**src/verilog/lise_pkg.sv**
```systemverilog
package lise_pkg;
   // Register offsets (I/O byte offsets)
   localparam logic [7:0] LISE_OFS_ACK = 8'h4A;
   localparam logic [7:0] LISE_OFS_STATUS = 8'h4E;
   localparam logic [7:0] LISE_OFS_MASK = 8'h4C;
   // Reset values
   localparam logic [15:0] LISE_STATUS_RST = 16'h0000;
   localparam logic [15:0] LISE_MASK_RST = 16'h0000;
   // Field positions
   localparam int LISE_B_SUMMARY = 0;
   localparam int LISE_B_BUS_FAULT = 1;
   localparam int LISE_B_FRAME_SENT = 2;
   localparam int LISE_B_CTRL_FRAME = 3;
   localparam int LISE_B_FRAME_ARRIVED = 4;
   localparam int LISE_B_SW_REQ = 6;
   localparam int LISE_B_NEARFULL = 7;
   localparam int LISE_B_LINK = 8;
   localparam int LISE_B_SEND_DMA = 9;
   localparam int LISE_B_RECV_DMA = 10;
   // Implemented event flag bits: 1..4 and 6..10
   localparam logic [15:0] LISE_FLAG_MASK = 16'h07DE;
   // Bits cleared by a read of the acknowledging alias
   localparam logic [15:0] LISE_ACK_CLR = 16'h0748;
   // Mask register: bits 1..10 writable, bit 5 kept as storage
   localparam logic [15:0] LISE_MASK_WR = 16'h07FE;

   // Event pulses from the rest of the chip, one per source
   typedef struct packed {
      logic bus_fault;
      logic frame_sent;
      logic ctrl_frame;
      logic frame_arrived;
      logic sw_req;
      logic nearfull;
      logic link;
      logic send_dma;
      logic recv_dma;
   } lise_events_s;

   // Register access port
   typedef struct packed {
      logic rd;
      logic wr;
      logic [7:0] addr;
      logic [15:0] wdata;
   } lise_reg_req_s;

   // Block state
   typedef struct packed {
      logic [15:0] flags;
      logic [15:0] mask;
      logic [15:0] rdata;
      logic irq_n;
   } lise_state_s;
endpackage : lise_pkg

```
**src/verilog/lise_top.sv**
```systemverilog
`timescale 1ns/1ps
// How it works
// Enabled flags only reach the interrupt
// Alias read zeroes the whole mask
// Summary bit is OR of masked flags
// Interrupt pin low while summary bit set
// Writing one clears flag, zero keeps
// Bus abort sets bus fault flag
// Software resets chip after bus fault
// Sent or failed frame sets sent flag
// Software writes send status after sent
// Control frame received sets its flag
// Frame in receive buffer sets flag
// Receive engine clears arrival flag itself
// Software request bit sets request flag
// Counter near overflow sets nearfull flag
// Reading all counters clears nearfull flag
// Link state change sets link flag
// Requested send DMA done sets flag
// Receive DMA done sets its flag
// Alias returns identical status value
// Alias read clears five event flags
// Same-cycle set beats clear
module lise_top
   import lise_pkg::*;
(
   input wire logic i_ref_clk, // 100 MHz clock
   input wire logic i_reset_n, // Sync reset, active low
   input wire lise_reg_req_s i_req, // Register access
   input wire lise_events_s i_evt, // Event pulses
   input wire logic i_arrived_ack, // Receive engine took frames
   input wire logic i_counters_read, // All counters read
   output logic [15:0] o_rdata, // Read data, one cycle later
   output logic o_bus_irq_pin_n, // Bus interrupt, active low
   output logic [15:0] o_interrupt_source_mask // Mask view
);
   lise_state_s s_q;
   lise_state_s s_d;
   logic [15:0] set_v;
   logic [15:0] clr_v;
   logic [15:0] flags_nx;
   logic [15:0] mask_nx;
   logic [15:0] view_c;
   logic [15:0] irq_view;
   logic rd_ack;
   logic rd_stat;
   logic wr_stat;
   logic wr_mask;

   // Status view with summary bit in position 0
   function automatic logic [15:0] status_view(input logic [15:0] f,
                                               input logic [15:0] m);
      logic [15:0] v;
      v = f & LISE_FLAG_MASK;
      v[LISE_B_SUMMARY] = |(f & m & LISE_FLAG_MASK);
      return v;
   endfunction : status_view

   // Address decode
   assign rd_ack = i_req.rd && (i_req.addr == LISE_OFS_ACK);
   assign rd_stat = i_req.rd && (i_req.addr == LISE_OFS_STATUS);
   assign wr_stat = i_req.wr && (i_req.addr == LISE_OFS_STATUS);
   assign wr_mask = i_req.wr && (i_req.addr == LISE_OFS_MASK);
   assign view_c = status_view(s_q.flags, s_q.mask);

   // Next state
   always_comb begin
      s_d = s_q;
      set_v = 16'h0000;
      set_v[LISE_B_BUS_FAULT] = i_evt.bus_fault;
      set_v[LISE_B_FRAME_SENT] = i_evt.frame_sent;
      set_v[LISE_B_CTRL_FRAME] = i_evt.ctrl_frame;
      set_v[LISE_B_FRAME_ARRIVED] = i_evt.frame_arrived;
      set_v[LISE_B_SW_REQ] = i_evt.sw_req;
      set_v[LISE_B_NEARFULL] = i_evt.nearfull;
      set_v[LISE_B_LINK] = i_evt.link;
      set_v[LISE_B_SEND_DMA] = i_evt.send_dma;
      set_v[LISE_B_RECV_DMA] = i_evt.recv_dma;
      clr_v = 16'h0000;
      if (wr_stat) begin
         clr_v = i_req.wdata & LISE_FLAG_MASK;
      end
      if (rd_ack) begin
         clr_v = clr_v | LISE_ACK_CLR;
      end
      clr_v[LISE_B_FRAME_ARRIVED] = clr_v[LISE_B_FRAME_ARRIVED]
                                    | i_arrived_ack;
      clr_v[LISE_B_NEARFULL] = clr_v[LISE_B_NEARFULL]
                               | i_counters_read;
      flags_nx = ((s_q.flags & ~clr_v) | set_v) & LISE_FLAG_MASK;
      mask_nx = s_q.mask;
      if (wr_mask) begin
         mask_nx = i_req.wdata & LISE_MASK_WR;
      end
      if (rd_ack) begin
         mask_nx = LISE_MASK_RST;
      end
      s_d.flags = flags_nx;
      s_d.mask = mask_nx;
      if (rd_ack || rd_stat) begin
         s_d.rdata = view_c;
      end else if (i_req.rd && (i_req.addr == LISE_OFS_MASK)) begin
         s_d.rdata = s_q.mask;
      end else if (i_req.rd) begin
         s_d.rdata = 16'h0000;
      end
      irq_view = status_view(flags_nx, mask_nx);
      s_d.irq_n = ~irq_view[LISE_B_SUMMARY];
   end

   // State register
   always_ff @(posedge i_ref_clk) begin
      if (!i_reset_n) begin
         s_q.flags <= LISE_STATUS_RST;
         s_q.mask <= LISE_MASK_RST;
         s_q.rdata <= 16'h0000;
         s_q.irq_n <= 1'b1;
      end else begin
         s_q <= s_d;
      end
   end

   assign o_rdata = s_q.rdata;
   assign o_bus_irq_pin_n = s_q.irq_n;
   assign o_interrupt_source_mask = s_q.mask;

   // Checks
   property p_pin_summary;
      @(posedge i_ref_clk) disable iff (!i_reset_n)
         o_bus_irq_pin_n == ~view_c[LISE_B_SUMMARY];
   endproperty
   a_pin_summary: assert property (p_pin_summary)
      else $error("irq pin disagrees with summary bit");

   property p_mask_gate;
      @(posedge i_ref_clk) disable iff (!i_reset_n)
         ((s_q.flags & s_q.mask) == 16'h0000) |-> o_bus_irq_pin_n;
   endproperty
   a_mask_gate: assert property (p_mask_gate)
      else $error("irq asserted with no enabled flag");

   property p_ack_mask;
      @(posedge i_ref_clk) disable iff (!i_reset_n)
         rd_ack |=> (s_q.mask == 16'h0000);
   endproperty
   a_ack_mask: assert property (p_ack_mask)
      else $error("mask not cleared by alias read");

   property p_summary_or;
      @(posedge i_ref_clk) disable iff (!i_reset_n)
         view_c[0] == |(s_q.flags & s_q.mask);
   endproperty
   a_summary_or: assert property (p_summary_or)
      else $error("summary bit wrong");

   property p_w1c;
      @(posedge i_ref_clk) disable iff (!i_reset_n)
         (wr_stat && i_req.wdata[LISE_B_BUS_FAULT] && !i_evt.bus_fault)
         |=> !s_q.flags[LISE_B_BUS_FAULT];
   endproperty
   a_w1c: assert property (p_w1c)
      else $error("write one did not clear flag");

   property p_fault_set;
      @(posedge i_ref_clk) disable iff (!i_reset_n)
         i_evt.bus_fault |=> s_q.flags[LISE_B_BUS_FAULT];
   endproperty
   a_fault_set: assert property (p_fault_set)
      else $error("bus fault flag not set");

   property p_ack_read;
      @(posedge i_ref_clk) disable iff (!i_reset_n)
         rd_ack |=> (o_rdata == $past(view_c));
   endproperty
   a_ack_read: assert property (p_ack_read)
      else $error("alias read value wrong");

   property p_ack_clr;
      @(posedge i_ref_clk) disable iff (!i_reset_n)
         (rd_ack && !i_evt.link && !i_evt.sw_req)
         |=> !s_q.flags[LISE_B_LINK] && !s_q.flags[LISE_B_SW_REQ];
   endproperty
   a_ack_clr: assert property (p_ack_clr)
      else $error("alias read did not clear flags");

   property p_ack_keep;
      @(posedge i_ref_clk) disable iff (!i_reset_n)
         (rd_ack && !wr_stat && !i_counters_read
          && s_q.flags[LISE_B_NEARFULL])
         |=> s_q.flags[LISE_B_NEARFULL];
   endproperty
   a_ack_keep: assert property (p_ack_keep)
      else $error("alias read cleared a kept flag");

   property p_arrived_ack;
      @(posedge i_ref_clk) disable iff (!i_reset_n)
         (i_arrived_ack && !i_evt.frame_arrived)
         |=> !s_q.flags[LISE_B_FRAME_ARRIVED];
   endproperty
   a_arrived_ack: assert property (p_arrived_ack)
      else $error("receive engine ack ignored");

   property p_sent_set;
      @(posedge i_ref_clk) disable iff (!i_reset_n)
         i_evt.frame_sent |=> s_q.flags[LISE_B_FRAME_SENT];
   endproperty
   a_sent_set: assert property (p_sent_set)
      else $error("frame sent flag not set");

   property p_ctrl_set;
      @(posedge i_ref_clk) disable iff (!i_reset_n)
         i_evt.ctrl_frame |=> s_q.flags[LISE_B_CTRL_FRAME];
   endproperty
   a_ctrl_set: assert property (p_ctrl_set)
      else $error("control frame flag not set");

   property p_arrived_set;
      @(posedge i_ref_clk) disable iff (!i_reset_n)
         i_evt.frame_arrived |=> s_q.flags[LISE_B_FRAME_ARRIVED];
   endproperty
   a_arrived_set: assert property (p_arrived_set)
      else $error("frame arrived flag not set");

   property p_swreq_set;
      @(posedge i_ref_clk) disable iff (!i_reset_n)
         i_evt.sw_req |=> s_q.flags[LISE_B_SW_REQ];
   endproperty
   a_swreq_set: assert property (p_swreq_set)
      else $error("software request flag not set");

   property p_nearfull_set;
      @(posedge i_ref_clk) disable iff (!i_reset_n)
         i_evt.nearfull |=> s_q.flags[LISE_B_NEARFULL];
   endproperty
   a_nearfull_set: assert property (p_nearfull_set)
      else $error("nearfull flag not set");

   property p_link_set;
      @(posedge i_ref_clk) disable iff (!i_reset_n)
         i_evt.link |=> s_q.flags[LISE_B_LINK];
   endproperty
   a_link_set: assert property (p_link_set)
      else $error("link change flag not set");

   property p_send_dma_set;
      @(posedge i_ref_clk) disable iff (!i_reset_n)
         i_evt.send_dma |=> s_q.flags[LISE_B_SEND_DMA];
   endproperty
   a_send_dma_set: assert property (p_send_dma_set)
      else $error("send dma flag not set");

   property p_recv_dma_set;
      @(posedge i_ref_clk) disable iff (!i_reset_n)
         i_evt.recv_dma |=> s_q.flags[LISE_B_RECV_DMA];
   endproperty
   a_recv_dma_set: assert property (p_recv_dma_set)
      else $error("receive dma flag not set");

   property p_nearfull_clr;
      @(posedge i_ref_clk) disable iff (!i_reset_n)
         (i_counters_read && !i_evt.nearfull)
         |=> !s_q.flags[LISE_B_NEARFULL];
   endproperty
   a_nearfull_clr: assert property (p_nearfull_clr)
      else $error("counter sweep did not clear flag");

   property p_w0_keep;
      @(posedge i_ref_clk) disable iff (!i_reset_n)
         (wr_stat && !i_req.wdata[LISE_B_LINK] && !rd_ack
          && s_q.flags[LISE_B_LINK])
         |=> s_q.flags[LISE_B_LINK];
   endproperty
   a_w0_keep: assert property (p_w0_keep)
      else $error("write zero cleared a flag");

   property p_link_race;
      @(posedge i_ref_clk) disable iff (!i_reset_n)
         (wr_stat && i_req.wdata[LISE_B_LINK] && i_evt.link)
         |=> s_q.flags[LISE_B_LINK];
   endproperty
   a_link_race: assert property (p_link_race)
      else $error("clear beat a same cycle event");

   property p_ack_clr_dma;
      @(posedge i_ref_clk) disable iff (!i_reset_n)
         (rd_ack && !i_evt.send_dma && !i_evt.recv_dma && !i_evt.ctrl_frame)
         |=> !s_q.flags[LISE_B_SEND_DMA] && !s_q.flags[LISE_B_RECV_DMA]
             && !s_q.flags[LISE_B_CTRL_FRAME];
   endproperty
   a_ack_clr_dma: assert property (p_ack_clr_dma)
      else $error("alias read left a dma or control flag");

   property p_ack_keep_arrived;
      @(posedge i_ref_clk) disable iff (!i_reset_n)
         (rd_ack && !wr_stat && !i_arrived_ack
          && s_q.flags[LISE_B_FRAME_ARRIVED])
         |=> s_q.flags[LISE_B_FRAME_ARRIVED];
   endproperty
   a_ack_keep_arrived: assert property (p_ack_keep_arrived)
      else $error("alias read cleared arrival flag");

   property p_stat_read;
      @(posedge i_ref_clk) disable iff (!i_reset_n)
         rd_stat |=> (o_rdata == $past(view_c));
   endproperty
   a_stat_read: assert property (p_stat_read)
      else $error("status read value wrong");

   property p_flags_legal;
      @(posedge i_ref_clk) disable iff (!i_reset_n)
         (s_q.flags & ~LISE_FLAG_MASK) == 16'h0000;
   endproperty
   a_flags_legal: assert property (p_flags_legal)
      else $error("flag set outside event positions");

   property p_mask_write;
      @(posedge i_ref_clk) disable iff (!i_reset_n)
         (wr_mask && !rd_ack)
         |=> (s_q.mask == ($past(i_req.wdata) & LISE_MASK_WR));
   endproperty
   a_mask_write: assert property (p_mask_write)
      else $error("mask write did not land");

   property p_irq_on;
      @(posedge i_ref_clk) disable iff (!i_reset_n)
         (|(s_q.flags & s_q.mask)) |-> !o_bus_irq_pin_n;
   endproperty
   a_irq_on: assert property (p_irq_on)
      else $error("enabled flag without interrupt");

   property p_rdata_hold;
      @(posedge i_ref_clk) disable iff (!i_reset_n)
         !i_req.rd |=> $stable(o_rdata);
   endproperty
   a_rdata_hold: assert property (p_rdata_hold)
      else $error("read data changed without a read");

   property p_mask_rd;
      @(posedge i_ref_clk) disable iff (!i_reset_n)
         (i_req.rd && (i_req.addr == LISE_OFS_MASK))
         |=> (o_rdata == $past(s_q.mask));
   endproperty
   a_mask_rd: assert property (p_mask_rd)
      else $error("mask read value wrong");

   c_irq: cover property (@(posedge i_ref_clk) disable iff (!i_reset_n)
      $fell(o_bus_irq_pin_n));
   c_ack: cover property (@(posedge i_ref_clk) disable iff (!i_reset_n)
      rd_ack && !o_bus_irq_pin_n);
   c_race: cover property (@(posedge i_ref_clk) disable iff (!i_reset_n)
      wr_stat && i_evt.link && i_req.wdata[LISE_B_LINK]);
   c_fault_clr: cover property (@(posedge i_ref_clk) disable iff (!i_reset_n)
      wr_stat && i_req.wdata[LISE_B_BUS_FAULT] && s_q.flags[LISE_B_BUS_FAULT]);
   c_mask_wr: cover property (@(posedge i_ref_clk) disable iff (!i_reset_n)
      wr_mask && (i_req.wdata != 16'h0000));
endmodule : lise_top
```
**config.mk**
```make
export PLATFORM = sky130hd
export DESIGN_NAME = lise_top
export DESIGN_NICKNAME = d
export VERILOG_FILES = /design/src/verilog/lise_pkg.sv /design/src/verilog/lise_top.sv
export SDC_FILE = /design/constraint.sdc
export NUM_CORES = 1
export LEC_CHECK = 0
export BUFFER_PORTS_ARGS = -buffer_cell sky130_fd_sc_hd__buf_4
export CORE_ASPECT_RATIO = 2
export CORE_MARGIN = 3
export CORE_UTILIZATION = 45
export CTS_CLUSTER_SIZE = 40
export DETAILED_ROUTE_END_ITERATION = 8
export PLACE_DENSITY = 0.75
export SLEW_MARGIN = 20
export SYNTH_ARGS = -nofsm -noshare
export SYNTH_HDL_FRONTEND = slang
export SYNTH_SLANG_ARGS = --single-unit
```
**constraint.sdc**
```tcl
create_clock -name i_ref_clk -period 4.4 [get_ports i_ref_clk]
set_input_delay 0.66 -clock i_ref_clk [delete_from_list [all_inputs] [get_ports i_ref_clk]]
set_output_delay 0.66 -clock i_ref_clk [all_outputs]
set_load 0.02 [all_outputs]
```
==> summary.md, run 1 <==
| Metric | Value |
|---|---|
| Number of gates resized after cts | `0` |
| Maxcap violations | `0` |
| WP data arrival | `approximately 2800 ps` |
| Sw power | `approximately 0.14 mW` |
| Tmin final | `between 2000 and 3000 ps` |
| Most frequent cells in the layout | `buf_4, dfxtp_1, nor2b_1` |
| Power after layout | `approximately 0.6 mW` |
| Pleak | `~0.8 nW` |
| Clock Skew | `between 5 and 6 ps` |
| Post-layout util | `0.5674` |
| CTS root buffer | `clkbuf_8` |
| Netlist Area Pre-Place | `1667 µm²` |
| Area after DPL | `~1900 µm²` |
| Hold buffers post-CTS | `0` |
| Max Root-Sink Buffers | `2` |
| Row count | `30` |
| FF-to-FF Start | `s_q[42]$_SDFF_PN0_` |
| Commonest non-fill, non-tap cell in the layout | `buf_4` |
| Post-synth EDFFs | `0` |
| RSZ-0062 raised after global routing | `false` |
| GRT overflow | `0` |
| Fraction of the cycle the final worst path needs | `0.5900` |
| Crit path required time | `4610 ps` |
| Total CTS buffers | `5` |
| Distinct cells, synth | `38` |
| Nets | `around 260` |
| Worst-margin pin slew | `about 760 ps` |
| Register area share after synthesis | `0.3724` |
| DRC | `0` |
| TritonRoute pass-1 iters | `4` |
| I/O Pins | `a little over 70` |
| Top cell type's share of synthesized area | `0.3724` |
| Cell taking the most area after synthesis | `dfxtp_1` |
| Power density over the cells | `just over 300 nW/µm²` |
| Layout area overhead | `18.84%` |
| Die area | `approximately 4500 µm²` |
| Internal Pwr Total | `0.4609 mW` |
| Via density | `approximately 5.5` |
| Seq pwr share | `0.488` |
| Slew Viols, Final | `0` |
| Final ANT Viol Nets | `0` |
| Worst-path clk slew | `roughly 60 ps` |
| Setup TNS | `0 ps` |
| Core Region | `about 3500 µm²` |
| Die X | `around 49 µm` |
| CTS tree | `done` |
| Starting density of the core | `0.4774` |
| Initial antenna violation count | `0` |
| Flops & latches, synth | `31` |
| Post-DP HPWL | `approximately 3 mm` |
| Most used DFF post-synth | `dfxtp_1` |
| Worst Setup Start Kind | `input pin` |
| Die Ht | `a little over 90 µm` |
| Port buffer count | `54` |
| Top cells by area, synth | `dfxtp_1, buf_4, nor2b_1, a22oi_1, a222oi_1` |
| Worst hold-check path type | `flip-flop to flip-flop` |
| Hold_sp | `o_rdata[9]$_SDFFE_PN0P_` |
| Final setup vio count | `0` |
| Worst-Skew Late Latency | `roughly 280 ps` |
| Async set-reset flop share out of synthesis | `0` |
| Worst-path fanout max | `10` |
| Logic pwr share | `0.108` |
| CP cell instances | `buf_4, or4_4, a211o_1, a22o_1, nor2b_1, or4_1, o21ai_1` |
| Crit. End Element | `flip-flop` |
| Via count | `about 1.5k` |
| Fraction of layout cells with a size suffix above 1 | `0.3272` |
| Crit path from | `i_req[16]` |
| First-pass GRT wire length | `6.430 mm` |
| GPL Wtd Cong | `between 0.7 and 0.8` |
| Final WL | `around 4 mm` |
| Slowest cell on the critical path | `or4_4` |
| Routed WL per cell | `15.12 µm` |
| H-tree lvl count | `2` |
| Initial drt markers | `67` |
| Fill count | `350` |
| Global-route usage over all layers | `0.1847` |
| Max Clk Rate | `0.3852 GHz` |
| Critical path type | `input pin to flip-flop` |
| Cell count after synthesis | `186` |
| Largest net degree at the start of global routing | `32` |
| Slowest stage delay, CP | `about 540 ps` |
| Synth Area per Inst | `8.960 µm²` |
| Number of inserted diodes | `0` |
| Clk pwr share | `0.404` |
| Outcome | `completed` |
| Slew HR | `0.4937` |
| Max VDD drop | `between 300 and 400 µV` |
| CTS Sinks | `31` |
| Endpoints failing hold | `0` |
| Net Sw Frac | `0.2302` |
| Synth warn | `0` |
| Post-CTS Setup Inserts | `0` |
| Number of global-route vias before repair | `between 1k and 1.5k` |
| Post-route cell area | `a little under 2000 µm²` |
==> flip-flops by register name (all words and copies together), names as in the netlist <==
name                     count
s_q                          9
o_bus_irq_pin_n              1
o_interrupt_source_mask     10
o_rdata                     11
==> stage by stage <==
stage	worst slack, ps	hold slack [ps]	instances
floorplan	1814	443.8	196
global placement	1537	452.0	257
detailed placement	1529	468.6	257
CTS	1825	477.3	265
global route	1640	521.2	265
finish	1804	468.4	265
==> synth_stat cells, types with 5 or more instances <==
cell	n
buf_4	32
or2_2	5
a21oi_1	6
nand2_1	6
clkbuf_1	7
a222oi_1	7
a22oi_1	13
nor2b_1	27
o31ai_1	5
dfxtp_1	31
==> final timing paths <==
path                                              endpoint  depth (start not counted)  slack [ps]
worst min register to register     o_rdata[9]$_SDFFE_PN0P_                          2         470
worst max-delay path            o_bus_irq_pin_n$_SDFF_PN1_                          7        1800
worst min-delay path               o_rdata[9]$_SDFFE_PN0P_                          2         470
worst max register to register  o_bus_irq_pin_n$_SDFF_PN1_                          5        2780
==> cells by family (layout without fill, tap and decap cells) <==
kind of cell,count (synthesis),after routing,synth area share
compound gates,48,48,0.2140
buf+inv,44,65,0.1802
flops,31,31,0.3724
other cells,1,11,0.002250
simple gates,62,62,0.2312
==> power groups by stage <==
stage / Clock [mW] / Combinational (mW) / Sequential [mW]
floorplan: 0 / 0.0426 / 0.296
global placement: 0 / 0.0641 / 0.298
detailed placement: 0 / 0.0645 / 0.298
CTS: 0.244 / 0.0646 / 0.292
global route: 0.259 / 0.0705 / 0.292
finish: 0.242 / 0.0647 / 0.292
==> metal layers <==
layer	vias to the layer above	share of wire	routed length [µm]	track usage
li1	689	-	-	-
met1	694	0.36	1429	0.1879
met2	72	0.57	2269	0.3557
met3	7	0.057	228	0.02764
met4	0	0.020	80	0.08314
met5	-	0	0	0
==> worst max-delay path, delay by kind of cell <==
family                 cells  cell delay [ps]
AO/OA/AOI/OAI              3              820
AND/OR/NAND/NOR            3             1210
buffers and inverters      1              110
==> cell type report <==
cell class	count	area [µm²]	area share
Sequential cell	31	620.6	0.3133
Multi-Input combinational cell	121	783.3	0.3955
Clock buffer	8	100.1	0.05054
Timing Repair Buffer	54	405.4	0.2047
Tap cell	48	60.06	0.03032
Inverter	3	11.26	0.005685
Note: power is estimated with default switching activity, not from simulation.
==> run 2, diff against run 1 <==
Settings changed: ABC_AREA set to 1, PLACE_DENSITY 0.75 to 0.73.
Clock period 4.4 ns to 2.7 ns, I/O delays scaled along.
==> run 2 against run 1 <==
Net effect: first-iteration DRC count fell by 24%; utilization is 1.6 points lower; via count rose by 21%; sequential power rose by 62%; register-to-register slack worse by 1200 ps; hold slack got worse by 130 ps; combinational power is 76% higher; critical path depth increased by 2; wire length grew 6.3%; synthesized cell count up 53%; critical endpoint is now o_rdata[8]$_SDFFE_PN0P_.
==> summary.md, run 2 <==
| Metric | Value |
|---|---|
| Initial antenna violation count | `0` |
| Power after layout | `~0.99 mW` |
| Number of global-route vias before repair | `between 1.5k and 2k` |
| Final setup vio count | `0` |
| H-tree lvl count | `2` |
| Core Region | `4088 µm²` |
| Setup TNS | `0 ps` |
| Endpoints failing hold | `0` |
| Die Ht | `between 90 and 100 µm` |
| Post-route cell area | `between 2000 and 2500 µm²` |
| Post-CTS Setup Inserts | `0` |
| Number of gates resized after cts | `0` |
| Die X | `52.17 µm` |
| Layout area overhead | `17.55%` |
| Top cell type's share of synthesized area | `0.3235` |
| Dpl cells | `between 300 and 400` |
| Post-route setup slack | `1138 ps` |
| Post-synth EDFFs | `0` |
| CTS root buffer | `clkbuf_8` |
| Worst Setup Start Kind | `input pin` |
| Synth warn | `0` |
| Power density over the cells | `439.2 nW/µm²` |
| DRC | `0` |
| Starting density of the core | `0.4692` |
| Crit path required time | `about 2800 ps` |
| Pleak | `1.136 nW` |
| Max Root-Sink Buffers | `2` |
| Die area | `just over 5000 µm²` |
| Row count | `33` |
| Worst-path fanout max | `12` |
| Commonest non-fill, non-tap cell in the layout | `nand2_1` |
| Maxcap violations | `0` |
| Port buffer count | `54` |
| Area after DPL | `around 2200 µm²` |
| Final Non-Filler Cells | `between 300 and 400` |
| Most frequent cells in the layout | `nand2_1, buf_4, inv_1` |
| Max Clk Rate | `0.6402 GHz` |
| Routed WL per cell | `around 11 µm` |
| Synth top cells by count | `nand2_1, inv_1, buf_4, dfxtp_1, nor2_1` |
| Largest net degree at the start of global routing | `28` |
| Max FFs per register | `11` |
| Register area share after synthesis | `0.3235` |
| Tmin final | `1562 ps` |
| WP data arrival | `about 1700 ps` |
| Distinct cells, synth | `32` |
| Post-DP HPWL | `roughly 3.3 mm` |
| Netlist Area Pre-Place | `about 1900 µm²` |
| Number of inserted diodes | `0` |
| Cell taking the most area after synthesis | `dfxtp_1` |
| Most used DFF post-synth | `dfxtp_1` |
| Global-route usage over all layers | `0.1776` |
| Async set-reset flop share out of synthesis | `0` |
| Worst-Skew Late Latency | `between 200 and 300 ps` |
| Post-synthesis compound-gate area fraction | `0.1226` |
| GRT overflow | `0` |
| XOR/XNOR Fraction of Synth Area | `0` |
| Mux share of post-synthesis cell area | `0` |
| Crit. End Element | `flip-flop` |
| Synth Area per Inst | `roughly 6.7 µm²` |
| Slew Viols, Final | `0` |
| Fraction of the cycle the final worst path needs | `0.5786` |
| Worst-path clk slew | `around 60 ps` |
| Clock Skew | `around 6 ps` |
| Slew HR | `0.4790` |
| Initial drt markers | `between 50 and 60` |
| Worst hold-check path type | `input pin to flip-flop` |
| Simple-gate area share of the yosys netlist | `0.3085` |
| Final WL | `around 4.3 mm` |
| Total CTS buffers | `5` |
| I/O Pins | `72` |
| RSZ-0062 raised after global routing | `false` |
| Hold buffers post-CTS | `0` |
| TritonRoute pass-1 iters | `4` |
| Top cells by area, synth | `dfxtp_1, nand2_1, buf_4, inv_1, nor2_1` |
| Via density | `4.755` |
| Critical path type | `input pin to flip-flop` |
| Worst-margin pin slew | `between 700 and 800 ps` |
| Via count | `1769` |
| Adder-cell share of the synthesized area | `0` |
| Final ANT Viol Nets | `0` |
| Setup WS pre-CTS | `a little under 900 ps` |
| Most common cell in the synthesized netlist | `nand2_1` |
| Largest family of logic cells by synthesized area | `simple AND/OR/NAND/NOR gates` |
| Cell count after synthesis | `~290` |
| GPL Wtd Cong | `between 0.8 and 0.9` |
| Nets | `between 300 and 400` |
| CTS Sinks | `31` |
| Outcome | `completed` |
| Max VDD drop | `around 390 µV` |
| CTS tree | `done` |
| First-pass GRT wire length | `between 6 and 7 mm` |
| Flops & latches, synth | `31` |
| Fraction of layout cells with a size suffix above 1 | `0.2531` |
## run 2: changes by cell type after synthesis, moves of 7 or more
cell | before | now
nand2_2 | 0 | 10
nand2_1 | 6 | 67
nor2_1 | 2 | 22
inv_1 | 3 | 47
a222oi_1 | 7 | 0
nor3_1 | 2 | 9
a21oi_1 | 6 | 15
nor2b_1 | 27 | 0
a22oi_1 | 13 | 6
## run 2: power breakdown
group | switching (mW) | internal, mW | leakage, nW
Clock | 0.169 | 0.232 | 0.0515
Combinational | 0.0670 | 0.0472 | 0.832
Sequential | 0.00682 | 0.468 | 0.253
Total | 0.243 | 0.747 | 1.14
## run 2: final timing paths
check | from | end | slack (ps) | cells past startpoint
min reg2reg | o_interrupt_source_mask[5]$_SDFFE_PP0N_ | o_interrupt_source_mask[5]$_SDFFE_PP0N_ | 470 | 2
min | i_reset_n | o_bus_irq_pin_n$_SDFF_PN1_ | 340 | 2
max | i_req[16] | o_rdata[8]$_SDFFE_PN0P_ | 1140 | 9
max reg2reg | s_q[43]$_SDFF_PN0_ | o_bus_irq_pin_n$_SDFF_PN1_ | 1600 | 8
## run 2: area by class of cell
class	count	area (µm²)
fillers	420	1833
repair buffers	55	412.9
multi-input cells	176	868.3
well taps	52	65.06
inverters	50	187.7
flip-flops and latches	31	620.6
clock buffers	8	100.1
## run 2: metal layers
layer	wire, µm	global-route usage	share of wire
met5	0	0	0
met4	145	0.09646	0.034
met3	258	0.03511	0.061
met2	2235	0.2978	0.52
met1	1619	0.2029	0.38
## run 2: cells by family after synthesis
group,after synthesis
DFF,31
buffers and inverters,88
and+or+nand+nor,126
AOI/OAI and AO/OA,39
other,1
## run 2: per-stage QoR
| step | util | hold WS (ps) |
|---|---|---|
| 4_1_cts | 0.5516 | 329.9 |
| 5_1_grt | 0.5516 | 336.7 |
| 3_3_place_gp | 0.5271 | 455.9 |
| 6_report | 0.5516 | 336.3 |
| 3_5_place_dp | 0.5271 | 457.3 |
| 2_1_floorplan | - | 439.7 |
## run 2: worst max-delay path, cell delays in order
cell	delay, ps
buf_4	110
inv_1	70
nand2_1	80
nor2_1	230
nand2_2	230
nand2_4	190
inv_1	90
nand3_1	160
o22ai_1	110
